[config.mk]
export PLATFORM = sky130hd
export DESIGN_NAME = ahg_axis
export DESIGN_NICKNAME = d
export VERILOG_FILES = /design/src/common/ahg_pkg.sv /design/src/hdl/ahg_axis.sv /design/src/hdl/ahg_gearbox.sv /design/src/hdl/ahg_pin_sync.sv
export SDC_FILE = /design/constraint.sdc
export NUM_CORES = 2
export LEC_CHECK = 0
export BUFFER_PORTS_ARGS = -buffer_cell sky130_fd_sc_hd__buf_2
export CAP_MARGIN = 40
export CORE_MARGIN = 3
export CORE_UTILIZATION = 50
export DETAILED_ROUTE_END_ITERATION = 16
export PLACE_DENSITY = 0.71
export SYNTH_ARGS = -nofsm -noshare
export SYNTH_HDL_FRONTEND = slang
export SYNTH_SLANG_ARGS = --single-unit
[constraint.sdc]
create_clock -name i_clock -period 13.4 [get_ports i_clock]
set_input_delay 1.34 -clock i_clock [delete_from_list [all_inputs] [get_ports i_clock]]
set_output_delay 1.34 -clock i_clock [all_outputs]
set_load 0.1 [all_outputs]
[src/common/ahg_pkg.sv]
// Summary of operation
// - Active gear link makes demand position follow driving axis motion times ratio, only while no origin search runs.
// - Gear ratio is signed, base edges per driving edge, sixteen fraction bits.
// - New link command with same driving axis updates ratio without a break.
// - Link command naming another driving axis while linked is ignored.
// - Move-cancel or emergency halt ends an active gear link.
// - Window end position holds where the registration window ends.
// - Slow search speed sets slow phase speed; any non-negative value.
// - Servo adds derivative term, change in following error times gain; gain resets zero.
// - Open loop drives the open-loop value, bounded by the output clamp limit.
// - Drive source is open-loop value or servo result; applied value readable.
// - Applied-output readback spans -2048 to 2047 for minus to plus 10 V.
// - Sequence zero copies measured into demand for all axes, clears error flag unless the following error is over its limit in that cycle.
// - A sequence moves forward at slow speed until the Z marker.
// - A sequence moves reverse at slow speed until the Z marker.
// - Forward fast to switch set, then reverse slow until switch released.
// - Reverse fast to switch set, then forward slow until switch released.
// - Forward fast to switch set, then reverse slow until Z marker.
// - Reverse fast to switch set, then forward slow until Z marker.
// - Moving search end zeroes demand, shifts measured to keep following error.
// - Fast phase uses fast speed, slow phase uses slow speed.
// - Datum switch is the selected input, set when that input is low.
// - Feed-hold, jog and limit inputs are active low.
// - Switch select accepts 0 to 15 and 20 to 31; -1 means none.
package ahg_pkg;
  localparam int POS_W = 32;
  localparam int DELTA_W = 16;
  localparam int NUM_AXES = 4;
  localparam int AXIS_SEL_W = 2;
  localparam int RATIO_W = 32;
  localparam int RATIO_FRAC = 16;
  localparam int ACC_W = DELTA_W + RATIO_W;
  localparam int SPEED_W = 16;
  localparam int GAIN_W = 16;
  localparam int DAC_W = 12;
  localparam int CLAMP_W = 11;
  localparam int IO_W = 32;
  localparam int SEL_W = 6;
  localparam int SEQ_W = 3;
  localparam int STAT_W = 8;
  localparam logic signed [DAC_W-1:0] DAC_MIN = 12'sh800;
  localparam logic signed [DAC_W-1:0] DAC_MAX = 12'sh7FF;
  localparam logic [SEQ_W-1:0] SEQ_COPY = 3'h0;
  localparam logic [SEQ_W-1:0] SEQ_Z_FWD = 3'h1;
  localparam logic [SEQ_W-1:0] SEQ_Z_REV = 3'h2;
  localparam logic [SEQ_W-1:0] SEQ_SW_FWD = 3'h3;
  localparam logic [SEQ_W-1:0] SEQ_SW_REV = 3'h4;
  localparam logic [SEQ_W-1:0] SEQ_SWZ_FWD = 3'h5;
  localparam logic [SEQ_W-1:0] SEQ_SWZ_REV = 3'h6;
  localparam logic signed [SEL_W-1:0] SEL_NONE = 6'sh3F;
  localparam logic signed [SEL_W-1:0] SEL_LO_MAX = 6'sh0F;
  localparam logic signed [SEL_W-1:0] SEL_HI_MIN = 6'sh14;
  localparam logic signed [SEL_W-1:0] SEL_HI_MAX = 6'sh1F;
  localparam int ST_FE = 0;
  localparam int ST_BUSY = 1;
  localparam int ST_GEAR = 2;
  localparam int ST_LIM_FWD = 3;
  localparam int ST_LIM_REV = 4;
  localparam int ST_HOLD = 5;
  localparam int ST_JOG_FWD = 6;
  localparam int ST_JOG_REV = 7;
  // Synchronised pin vector layout
  localparam int PIN_HOLD = 0;
  localparam int PIN_JOG_FWD = 1;
  localparam int PIN_JOG_REV = 2;
  localparam int PIN_LIM_FWD = 3;
  localparam int PIN_LIM_REV = 4;
  localparam int PIN_Z = 5;
  localparam int PIN_IO = 6;
  localparam int PIN_W = PIN_IO + IO_W;
  typedef enum logic [1:0] {AHG_IDLE, AHG_FAST, AHG_SLOW, AHG_END} ahg_state_t;
endpackage : ahg_pkg

[src/hdl/ahg_axis.sv]
`timescale 1ns/10ps
module ahg_axis (
  input wire logic i_clock,
  input wire logic i_rstn,
  input wire logic i_servo_tick,
  input wire logic signed [ahg_pkg::POS_W-1:0] i_encoder_pos,
  input wire logic [ahg_pkg::NUM_AXES*ahg_pkg::DELTA_W-1:0] i_axis_delta,
  input wire logic i_link_req,
  input wire logic signed [ahg_pkg::RATIO_W-1:0] i_link_ratio,
  input wire logic [ahg_pkg::AXIS_SEL_W-1:0] i_link_axis,
  input wire logic i_move_cancel,
  input wire logic i_emergency_halt,
  input wire logic i_datum_req,
  input wire logic [ahg_pkg::SEQ_W-1:0] i_datum_seq,
  input wire logic i_datum_all,
  input wire logic [ahg_pkg::SPEED_W-1:0] i_fast_speed,
  input wire logic [ahg_pkg::SPEED_W-1:0] i_slow_speed,
  input wire logic signed [ahg_pkg::SEL_W-1:0] i_origin_switch_select,
  input wire logic [ahg_pkg::IO_W-1:0] i_io_pins,
  input wire logic i_z_marker,
  input wire logic i_feedhold_n,
  input wire logic i_jog_fwd_n,
  input wire logic i_jog_rev_n,
  input wire logic i_limit_fwd_n,
  input wire logic i_limit_rev_n,
  input wire logic i_closed_loop,
  input wire logic signed [ahg_pkg::DAC_W-1:0] i_open_loop_value,
  input wire logic [ahg_pkg::CLAMP_W-1:0] i_output_clamp_limit,
  input wire logic signed [ahg_pkg::GAIN_W-1:0] i_p_gain,
  input wire logic i_d_gain_wr,
  input wire logic signed [ahg_pkg::GAIN_W-1:0] i_d_gain,
  input wire logic [ahg_pkg::POS_W-1:0] i_fe_limit,
  input wire logic i_window_end_wr,
  input wire logic signed [ahg_pkg::POS_W-1:0] i_window_end_value,
  output logic o_datum_all,
  output logic signed [ahg_pkg::POS_W-1:0] o_demand_pos,
  output logic signed [ahg_pkg::POS_W-1:0] o_measured_pos,
  output logic signed [ahg_pkg::DAC_W-1:0] o_drive_value,
  output logic signed [ahg_pkg::POS_W-1:0] o_window_end_position,
  output logic [ahg_pkg::STAT_W-1:0] o_axis_status_word
);
  logic [ahg_pkg::PIN_W-1:0] pins;
  logic hold_act, lim_fwd_act, lim_rev_act, sw_valid, sw_set, z_hit;
  logic gear_active, gear_vld, stop;
  logic signed [ahg_pkg::POS_W-1:0] gear_step, meas, fe, fe_diff;
  logic signed [ahg_pkg::POS_W-1:0] speed, servo_raw;
  logic signed [ahg_pkg::DAC_W-1:0] lim_hi, lim_lo, src;
  ahg_pkg::ahg_state_t state_ff, nxt_state;
  logic [ahg_pkg::SEQ_W-1:0] seq_ff, nxt_seq;
  logic fwd_ff, nxt_fwd;
  logic z_prev_ff, nxt_z_prev;
  logic signed [ahg_pkg::POS_W-1:0] dpos_ff, nxt_dpos;
  logic signed [ahg_pkg::POS_W-1:0] off_ff, nxt_off;
  logic signed [ahg_pkg::POS_W-1:0] fe_prev_ff, nxt_fe_prev;
  logic signed [ahg_pkg::GAIN_W-1:0] d_gain_ff, nxt_d_gain;
  logic signed [ahg_pkg::DAC_W-1:0] drive_ff, nxt_drive;
  logic signed [ahg_pkg::POS_W-1:0] win_ff, nxt_win;
  logic fe_flag_ff, nxt_fe_flag;
  logic datum_all_ff, nxt_datum_all;

  // Pin inputs pass two flip-flops first
  ahg_pin_sync #(.W(ahg_pkg::PIN_W)) u_sync (
    .i_clock(i_clock),
    .i_rstn(i_rstn),
    .i_pins({i_io_pins, i_z_marker, i_limit_rev_n, i_limit_fwd_n,
             i_jog_rev_n, i_jog_fwd_n, i_feedhold_n}),
    .o_pins(pins)
  );

  assign stop = i_move_cancel | i_emergency_halt;

  // Electronic gearbox
  ahg_gearbox u_gear (
    .i_clock(i_clock),
    .i_rstn(i_rstn),
    .i_servo_tick(i_servo_tick),
    .i_link_req(i_link_req),
    .i_link_ratio(i_link_ratio),
    .i_link_axis(i_link_axis),
    .i_stop(stop),
    .i_axis_delta(i_axis_delta),
    .o_active(gear_active),
    .o_step_valid(gear_vld),
    .o_step(gear_step)
  );

  // Low-true pin decode and datum switch selection
  always_comb begin
    hold_act = !pins[ahg_pkg::PIN_HOLD];
    lim_fwd_act = !pins[ahg_pkg::PIN_LIM_FWD];
    lim_rev_act = !pins[ahg_pkg::PIN_LIM_REV];
    sw_valid = (i_origin_switch_select >= 6'sh00
                && i_origin_switch_select <= ahg_pkg::SEL_LO_MAX)
               || (i_origin_switch_select >= ahg_pkg::SEL_HI_MIN
                && i_origin_switch_select <= ahg_pkg::SEL_HI_MAX);
    sw_set = sw_valid && !pins[ahg_pkg::PIN_IO
             + int'(i_origin_switch_select[4:0])];
    z_hit = pins[ahg_pkg::PIN_Z] && !z_prev_ff;
    meas = i_encoder_pos + off_ff;
    fe = dpos_ff - meas;
    fe_diff = fe - fe_prev_ff;
  end

  // Origin search sequencer and demand position
  always_comb begin
    nxt_state = state_ff;
    nxt_seq = seq_ff;
    nxt_fwd = fwd_ff;
    nxt_dpos = dpos_ff;
    nxt_off = off_ff;
    nxt_fe_flag = fe_flag_ff;
    nxt_datum_all = 1'b0;
    nxt_z_prev = pins[ahg_pkg::PIN_Z];
    speed = (state_ff == ahg_pkg::AHG_FAST)
          ? $signed({16'h0000, i_fast_speed})
          : $signed({16'h0000, i_slow_speed});
    if (gear_vld && state_ff == ahg_pkg::AHG_IDLE) begin
      nxt_dpos = dpos_ff + gear_step;
    end
    case (state_ff)
      ahg_pkg::AHG_IDLE: begin
        if (i_datum_req && !stop) begin
          nxt_seq = i_datum_seq;
          case (i_datum_seq)
            ahg_pkg::SEQ_COPY: nxt_datum_all = 1'b1;
            ahg_pkg::SEQ_Z_FWD, ahg_pkg::SEQ_Z_REV: begin
              nxt_state = ahg_pkg::AHG_SLOW;
              nxt_fwd = (i_datum_seq == ahg_pkg::SEQ_Z_FWD);
            end
            ahg_pkg::SEQ_SW_FWD, ahg_pkg::SEQ_SWZ_FWD: begin
              if (sw_valid) begin
                nxt_state = ahg_pkg::AHG_FAST;
                nxt_fwd = 1'b1;
              end
            end
            ahg_pkg::SEQ_SW_REV, ahg_pkg::SEQ_SWZ_REV: begin
              if (sw_valid) begin
                nxt_state = ahg_pkg::AHG_FAST;
                nxt_fwd = 1'b0;
              end
            end
            default: nxt_state = ahg_pkg::AHG_IDLE;
          endcase
        end
      end
      ahg_pkg::AHG_FAST: begin
        if (sw_set) begin
          nxt_state = ahg_pkg::AHG_SLOW;
          nxt_fwd = !fwd_ff;
        end
      end
      ahg_pkg::AHG_SLOW: begin
        if (seq_ff == ahg_pkg::SEQ_SW_FWD || seq_ff == ahg_pkg::SEQ_SW_REV) begin
          if (!sw_set) begin
            nxt_state = ahg_pkg::AHG_END;
          end
        end else if (z_hit) begin
          nxt_state = ahg_pkg::AHG_END;
        end
      end
      ahg_pkg::AHG_END: begin
        nxt_dpos = '0;
        nxt_off = off_ff - dpos_ff;
        nxt_state = ahg_pkg::AHG_IDLE;
      end
      default: nxt_state = ahg_pkg::AHG_IDLE;
    endcase
    // Searching axis steps each tick unless held
    if ((state_ff == ahg_pkg::AHG_FAST || state_ff == ahg_pkg::AHG_SLOW)
        && i_servo_tick && !hold_act) begin
      nxt_dpos = fwd_ff ? dpos_ff + speed : dpos_ff - speed;
    end
    // Cancel, halt or a limit in the moving direction aborts a search
    if (state_ff != ahg_pkg::AHG_IDLE && state_ff != ahg_pkg::AHG_END
        && (stop || (fwd_ff ? lim_fwd_act : lim_rev_act))) begin
      nxt_state = ahg_pkg::AHG_IDLE;
    end
    if (datum_all_ff || i_datum_all) begin
      nxt_dpos = meas;
      nxt_fe_flag = 1'b0;
    end
    // Error set wins over the clear above
    if ((fe < 0 ? -fe : fe) > $signed(i_fe_limit)) begin
      nxt_fe_flag = 1'b1;
    end
  end

  // Servo loop, drive source and clamp
  always_comb begin
    nxt_fe_prev = fe_prev_ff;
    nxt_d_gain = i_d_gain_wr ? i_d_gain : d_gain_ff;
    nxt_win = i_window_end_wr ? i_window_end_value : win_ff;
    nxt_drive = drive_ff;
    lim_hi = $signed({1'b0, i_output_clamp_limit});
    lim_lo = -lim_hi - 12'sh001;
    servo_raw = ahg_pkg::POS_W'(i_p_gain * fe)
              + ahg_pkg::POS_W'(d_gain_ff * fe_diff);
    if (i_closed_loop) begin
      if (servo_raw > ahg_pkg::POS_W'(lim_hi)) begin
        src = lim_hi;
      end else if (servo_raw < ahg_pkg::POS_W'(lim_lo)) begin
        src = lim_lo;
      end else begin
        src = servo_raw[ahg_pkg::DAC_W-1:0];
      end
    end else if (i_open_loop_value > lim_hi) begin
      src = lim_hi;
    end else if (i_open_loop_value < lim_lo) begin
      src = lim_lo;
    end else begin
      src = i_open_loop_value;
    end
    if (i_servo_tick) begin
      nxt_fe_prev = fe;
      nxt_drive = src;
    end
  end

  // State registers
  always_ff @(posedge i_clock or negedge i_rstn) begin
    if (!i_rstn) begin
      state_ff <= ahg_pkg::AHG_IDLE;
      seq_ff <= ahg_pkg::SEQ_COPY;
      fwd_ff <= 1'b0;
      z_prev_ff <= 1'b1;
      dpos_ff <= '0;
      off_ff <= '0;
      fe_prev_ff <= '0;
      d_gain_ff <= '0;
      drive_ff <= '0;
      win_ff <= '0;
      fe_flag_ff <= 1'b0;
      datum_all_ff <= 1'b0;
    end else begin
      state_ff <= nxt_state;
      seq_ff <= nxt_seq;
      fwd_ff <= nxt_fwd;
      z_prev_ff <= nxt_z_prev;
      dpos_ff <= nxt_dpos;
      off_ff <= nxt_off;
      fe_prev_ff <= nxt_fe_prev;
      d_gain_ff <= nxt_d_gain;
      drive_ff <= nxt_drive;
      win_ff <= nxt_win;
      fe_flag_ff <= nxt_fe_flag;
      datum_all_ff <= nxt_datum_all;
    end
  end

  // Outputs and status word
  assign o_datum_all = datum_all_ff;
  assign o_demand_pos = dpos_ff;
  assign o_measured_pos = meas;
  assign o_drive_value = drive_ff;
  assign o_window_end_position = win_ff;
  always_comb begin
    o_axis_status_word = '0;
    o_axis_status_word[ahg_pkg::ST_FE] = fe_flag_ff;
    o_axis_status_word[ahg_pkg::ST_BUSY] = state_ff != ahg_pkg::AHG_IDLE;
    o_axis_status_word[ahg_pkg::ST_GEAR] = gear_active;
    o_axis_status_word[ahg_pkg::ST_LIM_FWD] = lim_fwd_act;
    o_axis_status_word[ahg_pkg::ST_LIM_REV] = lim_rev_act;
    o_axis_status_word[ahg_pkg::ST_HOLD] = hold_act;
    o_axis_status_word[ahg_pkg::ST_JOG_FWD] = !pins[ahg_pkg::PIN_JOG_FWD];
    o_axis_status_word[ahg_pkg::ST_JOG_REV] = !pins[ahg_pkg::PIN_JOG_REV];
  end

  a_search_end_zero: assert property (@(posedge i_clock) disable iff (!i_rstn)
    state_ff == ahg_pkg::AHG_END && !datum_all_ff && !i_datum_all
    |=> dpos_ff == 0 && off_ff == $past(off_ff) - $past(dpos_ff))
    else $error("search end did not zero demand");
  a_datum0_copy: assert property (@(posedge i_clock) disable iff (!i_rstn)
    i_datum_all |=> dpos_ff == $past(meas))
    else $error("sequence zero did not copy position");
  a_slow_step: assert property (@(posedge i_clock) disable iff (!i_rstn)
    state_ff == ahg_pkg::AHG_SLOW && i_servo_tick && !hold_act && fwd_ff
    && !i_datum_all && !datum_all_ff
    |=> dpos_ff == $past(dpos_ff) + $signed({16'h0000, $past(i_slow_speed)}))
    else $error("slow phase speed wrong");
  a_drive_range: assert property (@(posedge i_clock) disable iff (!i_rstn)
    i_servo_tick ##1 $stable(i_output_clamp_limit)
    |-> drive_ff <= $signed({1'b0, i_output_clamp_limit})
    && drive_ff >= -$signed({1'b0, i_output_clamp_limit}) - 12'sh001)
    else $error("drive beyond clamp");
  a_open_loop_src: assert property (@(posedge i_clock) disable iff (!i_rstn)
    i_servo_tick && !i_closed_loop && i_output_clamp_limit == 11'h7FF
    |=> drive_ff == $past(i_open_loop_value))
    else $error("open loop value not applied");
  a_dgain_hold: assert property (@(posedge i_clock) disable iff (!i_rstn)
    !i_d_gain_wr |=> $stable(d_gain_ff))
    else $error("derivative gain changed");
  a_switch_low: assert property (@(posedge i_clock) disable iff (!i_rstn)
    state_ff == ahg_pkg::AHG_FAST && !sw_valid ##0 1'b1 |-> !sw_set)
    else $error("switch seen without valid select");
endmodule : ahg_axis

[src/hdl/ahg_gearbox.sv]
`timescale 1ns/10ps
module ahg_gearbox (
  input wire logic i_clock,
  input wire logic i_rstn,
  input wire logic i_servo_tick,
  input wire logic i_link_req,
  input wire logic signed [ahg_pkg::RATIO_W-1:0] i_link_ratio,
  input wire logic [ahg_pkg::AXIS_SEL_W-1:0] i_link_axis,
  input wire logic i_stop,
  input wire logic [ahg_pkg::NUM_AXES*ahg_pkg::DELTA_W-1:0] i_axis_delta,
  output logic o_active,
  output logic o_step_valid,
  output logic signed [ahg_pkg::POS_W-1:0] o_step
);
  logic active_ff, nxt_active;
  logic [ahg_pkg::AXIS_SEL_W-1:0] drv_ff, nxt_drv;
  logic signed [ahg_pkg::RATIO_W-1:0] ratio_ff, nxt_ratio;
  logic [ahg_pkg::RATIO_FRAC-1:0] frac_ff, nxt_frac;
  logic signed [ahg_pkg::POS_W-1:0] step_ff, nxt_step;
  logic step_vld_ff, nxt_step_vld;
  logic signed [ahg_pkg::DELTA_W-1:0] delta;
  logic signed [ahg_pkg::ACC_W-1:0] sum;

  // Link control, ratio scaling and fraction carry
  always_comb begin
    nxt_active = active_ff;
    nxt_drv = drv_ff;
    nxt_ratio = ratio_ff;
    nxt_frac = frac_ff;
    nxt_step = step_ff;
    nxt_step_vld = 1'b0;
    delta = i_axis_delta[drv_ff*ahg_pkg::DELTA_W +: ahg_pkg::DELTA_W];
    sum = ahg_pkg::ACC_W'(delta * ratio_ff)
        + $signed({{(ahg_pkg::ACC_W-ahg_pkg::RATIO_FRAC){1'b0}}, frac_ff});
    if (active_ff && i_servo_tick) begin
      nxt_step = sum[ahg_pkg::POS_W+ahg_pkg::RATIO_FRAC-1:ahg_pkg::RATIO_FRAC];
      nxt_frac = sum[ahg_pkg::RATIO_FRAC-1:0];
      nxt_step_vld = 1'b1;
    end
    if (i_stop) begin
      nxt_active = 1'b0;
      nxt_frac = '0;
    end else if (i_link_req) begin
      if (!active_ff) begin
        nxt_active = 1'b1;
        nxt_drv = i_link_axis;
        nxt_ratio = i_link_ratio;
        nxt_frac = '0;
      end else if (i_link_axis == drv_ff) begin
        nxt_ratio = i_link_ratio;
      end
      // Other driving axis while linked: ignored
    end
  end

  // Link state registers
  always_ff @(posedge i_clock or negedge i_rstn) begin
    if (!i_rstn) begin
      active_ff <= 1'b0;
      drv_ff <= '0;
      ratio_ff <= '0;
      frac_ff <= '0;
      step_ff <= '0;
      step_vld_ff <= 1'b0;
    end else begin
      active_ff <= nxt_active;
      drv_ff <= nxt_drv;
      ratio_ff <= nxt_ratio;
      frac_ff <= nxt_frac;
      step_ff <= nxt_step;
      step_vld_ff <= nxt_step_vld;
    end
  end

  assign o_active = active_ff;
  assign o_step_valid = step_vld_ff;
  assign o_step = step_ff;

  a_gear_stop_ends: assert property (@(posedge i_clock) disable iff (!i_rstn)
    i_stop |=> !o_active) else $error("gear link survived a stop");
  a_gear_other_axis: assert property (@(posedge i_clock) disable iff (!i_rstn)
    active_ff && i_link_req && !i_stop && i_link_axis != drv_ff
    |=> $stable(drv_ff) && $stable(ratio_ff) && active_ff)
    else $error("link with other driving axis not ignored");
  a_gear_ratio_upd: assert property (@(posedge i_clock) disable iff (!i_rstn)
    active_ff && i_link_req && !i_stop && i_link_axis == drv_ff
    |=> active_ff && ratio_ff == $past(i_link_ratio))
    else $error("ratio not updated on live link");
endmodule : ahg_gearbox

[src/hdl/ahg_pin_sync.sv]
`timescale 1ns/10ps
module ahg_pin_sync #(
  parameter int W = 1
) (
  input wire logic i_clock,
  input wire logic i_rstn,
  input wire logic [W-1:0] i_pins,
  output logic [W-1:0] o_pins
);
  logic [W-1:0] meta_ff;
  logic [W-1:0] sync_ff;

  // Two-stage synchroniser, idles high (inactive for low-true pins)
  always_ff @(posedge i_clock or negedge i_rstn) begin
    if (!i_rstn) begin
      meta_ff <= '1;
      sync_ff <= '1;
    end else begin
      meta_ff <= i_pins;
      sync_ff <= meta_ff;
    end
  end

  assign o_pins = sync_ff;
endmodule : ahg_pin_sync

==> impl_metrics.json <==
{
  "dieArea_sq_mm": 0.138,
  "place.gp.congestion": 0.949,
  "fmax_ghz": 0.0692,
  "worstHoldStart": "u_sync.meta_ff[6]$_DFF_PN1_",
  "ant_nets": 0,
  "grt_usage_pct": 29.2,
  "hpwl_mm": 160,
  "synth_top_area_share_pct": 35.2,
  "core-area_sq_mm": 0.132,
  "grt_max_degree": 87,
  "synth_edf_count": 0,
  "avgSynthCellArea_sq_um": 8.99,
  "cts_inserted_buffers": 43,
  "initial_core_util_pct": 50.5,
  "antenna_found_initial": 9,
  "viasPerCell": 5.44,
  "ys.flop_type": "dfrtp_1",
  "synthAdderAreaFrac_pct": 45.5,
  "synthTopCellsByCount": "inv_1, fa_1, nand2_1",
  "firstDrtPassIters": 6,
  "final.setup_skew_ns": 0.0358,
  "synth.most_common_cell": "inv_1",
  "worst_slack_ns": -1.06,
  "tightestPinTransition_ns": 0.981,
  "yosys_warnings": 0,
  "worstHoldPathType": "reg2reg",
  "cp_max_fo": 4,
  "num_io_pins": 456,
  "timing.rr.start": "off_ff[5]$_DFFE_PN0P_",
  "maxCapViolCount": 0,
  "yosysSeqAreaShare_pct": 12.3,
  "slew_headroom_pct": 34.1,
  "num_vias": 53800,
  "wl_per_cell_um": 20.0,
  "synth_area_leader_cell": "fa_1",
  "die_y_um": 371,
  "nets": 10200,
  "endpoint_kind": "register",
  "startpoint": "i_encoder_pos[4]",
  "fp.dieW_um": 371,
  "synth_cell_types": 95,
  "grt_pass1_vias": 57500,
  "cpMaxStageDelayCell": "fa_1",
  "synth_compound_area_share_pct": 9.16,
  "grt_first_pass_wirelength_mm": 314,
  "cts_max_level": 2,
  "drt-total-wl_mm": 198,
  "violations": "setup timing",
  "port_buffers": 455,
  "hold_viol": 0,
  "syn2layout_area_growth_pct": 15.0,
  "synth.area.top_cells": "fa_1, ha_1, dfrtp_1",
  "layout-drive-gt1-share_pct": 17.5,
  "synth_xor_area_share_pct": 4.51,
  "synth-async-reset-ratio_pct": 100,
  "syn_nets": 9475,
  "critPathKind": "in2reg",
  "synthMuxAreaShare_pct": 2.91,
  "setup_viol_count_final": 12,
  "final_util_pct": 58.1,
  "path_clk_slew_ns": 0.06,
  "synthSimpleGateAreaFrac_pct": 15.1,
  "rsz0062_at_grt": "true",
  "crit_arrival_ns": 14.96,
  "drt_iter0_markers": 3680,
  "synth_area_sq_mm": 0.0667,
  "route.detailed.drc": 0,
  "clkLatencyLatePin_ns": 0.64,
  "start_kind": "primary input",
  "period_minus_slack_ns": 14.46,
  "cp_common_cell": "xnor2_1",
  "drv_slew": 0,
  "row_count": 133,
  "syn_inst": 7415,
  "synth_top_family_by_area": "adder cells",
  "finalCritPeriodShare_pct": 108,
  "root_buffer": "clkbuf_16",
  "cts_hold_buffers": 0,
  "clockBufferDepth": 3,
  "cts_sinks": 325,
  "cpPeakStageDelay_ns": 0.57,
  "status": "complete, but fails checks",
  "ys_ff_latch": 325,
  "required_ns": 13.90,
  "overflow": 0,
  "tritoncts": "done"
}
cell families (layout without fill, tap and decap cells):
| kind of cell | after synthesis | after routing |
|---|---|---|
| simple gates | 2095 | 2095 |
| buf+inv | 1865 | 2592 |
| fa+ha+maj | 1721 | 1721 |
| compound gates | 937 | 937 |
| xor+xnor | 325 | 325 |
| flops | 325 | 325 |
| mux | 147 | 147 |
| other cells | 0 | 3 |
path summary, 6_finish.rpt:
check	end	slack [ns]	cells after the start
max reg2reg	o_drive_value[3]$_DFFE_PN0P_	-0.68	61
min reg2reg	u_sync.o_pins[6]$_DFF_PN1_	0.35	0
max	o_drive_value[3]$_DFFE_PN0P_	-1.06	62
min	u_sync.o_pins[6]$_DFF_PN1_	0.35	0
min in group asynchronous	o_window_end_position[29]$_DFFE_PN0P_	0.68	1
max in group asynchronous	d_gain_ff[0]$_DFFE_PN0P_	10.90	4
worst max-delay path: cells and delay by family:
kind,cells,cell delay (ns)
AO/OA/AOI/OAI,23,4.18
XOR/XNOR,16,3.01
adder cells (fa/ha/maj),11,4.45
buffers and inverters,6,0.60
AND/OR/NAND/NOR,6,1.36
layout by cell type, fill, tap and decap left out, drive strengths merged, types with 62 or more instances in the layout:
cell       n
a21o      69
a21oi    251
and2     448
buf      959
clkbuf    62
dfrtp    248
dfstp     77
fa      1172
ha       549
inv     1554
mux2     105
nand2    978
nand2b   121
nor2     210
nor2b    102
nor3      63
o21ai    234
xnor2    206
xor2     111
stage by stage:
step                worst slack, ns  hold slack, ns  std cells  TNS [ns]  cell area, sq um
global placement              -2.20           0.346       9776    -25.50             74100
CTS                           -1.05           0.349       9884    -11.70             76100
floorplan                     -1.36           0.345       7415    -14.85             67100
finish                        -1.06           0.349       9900    -11.22             76700
detailed placement            -2.34           0.347       9787    -27.18             74300
global route                  -1.61           0.349       9899    -18.08             76700
per-layer routing:
layer  part of all wire [%]  track usage (%)  vias up
li1                       -                -    24200
met1                     38             36.5    27100
met2                     49             50.0     1969
met3                    6.6             3.65      499
met4                    5.8             14.2        2
met5                 0.0066                0        -
cell type report:
type,count,area (sq um)
fill,11500,55300
multi-input combinational,5225,52500
sequential,325,8230
timing repair buffer,962,6450
inverter,1551,5830
tap,1755,2200
clock buffer,60,1220
clock inverter,19,265
antenna,3,7.51
timing repair:
action,in CTS,in global routing
endpoints found under the setup margin,12,12
cloned,0,2
pin swaps,58,47
resized for setup,42,75
endpoints found under the hold margin,0,0
setup buffers,18,12
state kept, by name (all words and copies together), names as in the netlist, 2 cells and up:
signal,count
state_ff,2
o_window_end_position,32
fe_prev_ff,32
u_gear.drv_ff,2
u_sync.o_pins,38
seq_ff,3
d_gain_ff,16
u_gear.frac_ff,16
u_sync.meta_ff,38
o_demand_pos,32
off_ff,32
u_gear.o_step,32
u_gear.ratio_ff,32
o_drive_value,12
Power is not shown: default switching activity piles up to over one toggle a cycle in this logic, so the estimate is an artifact.
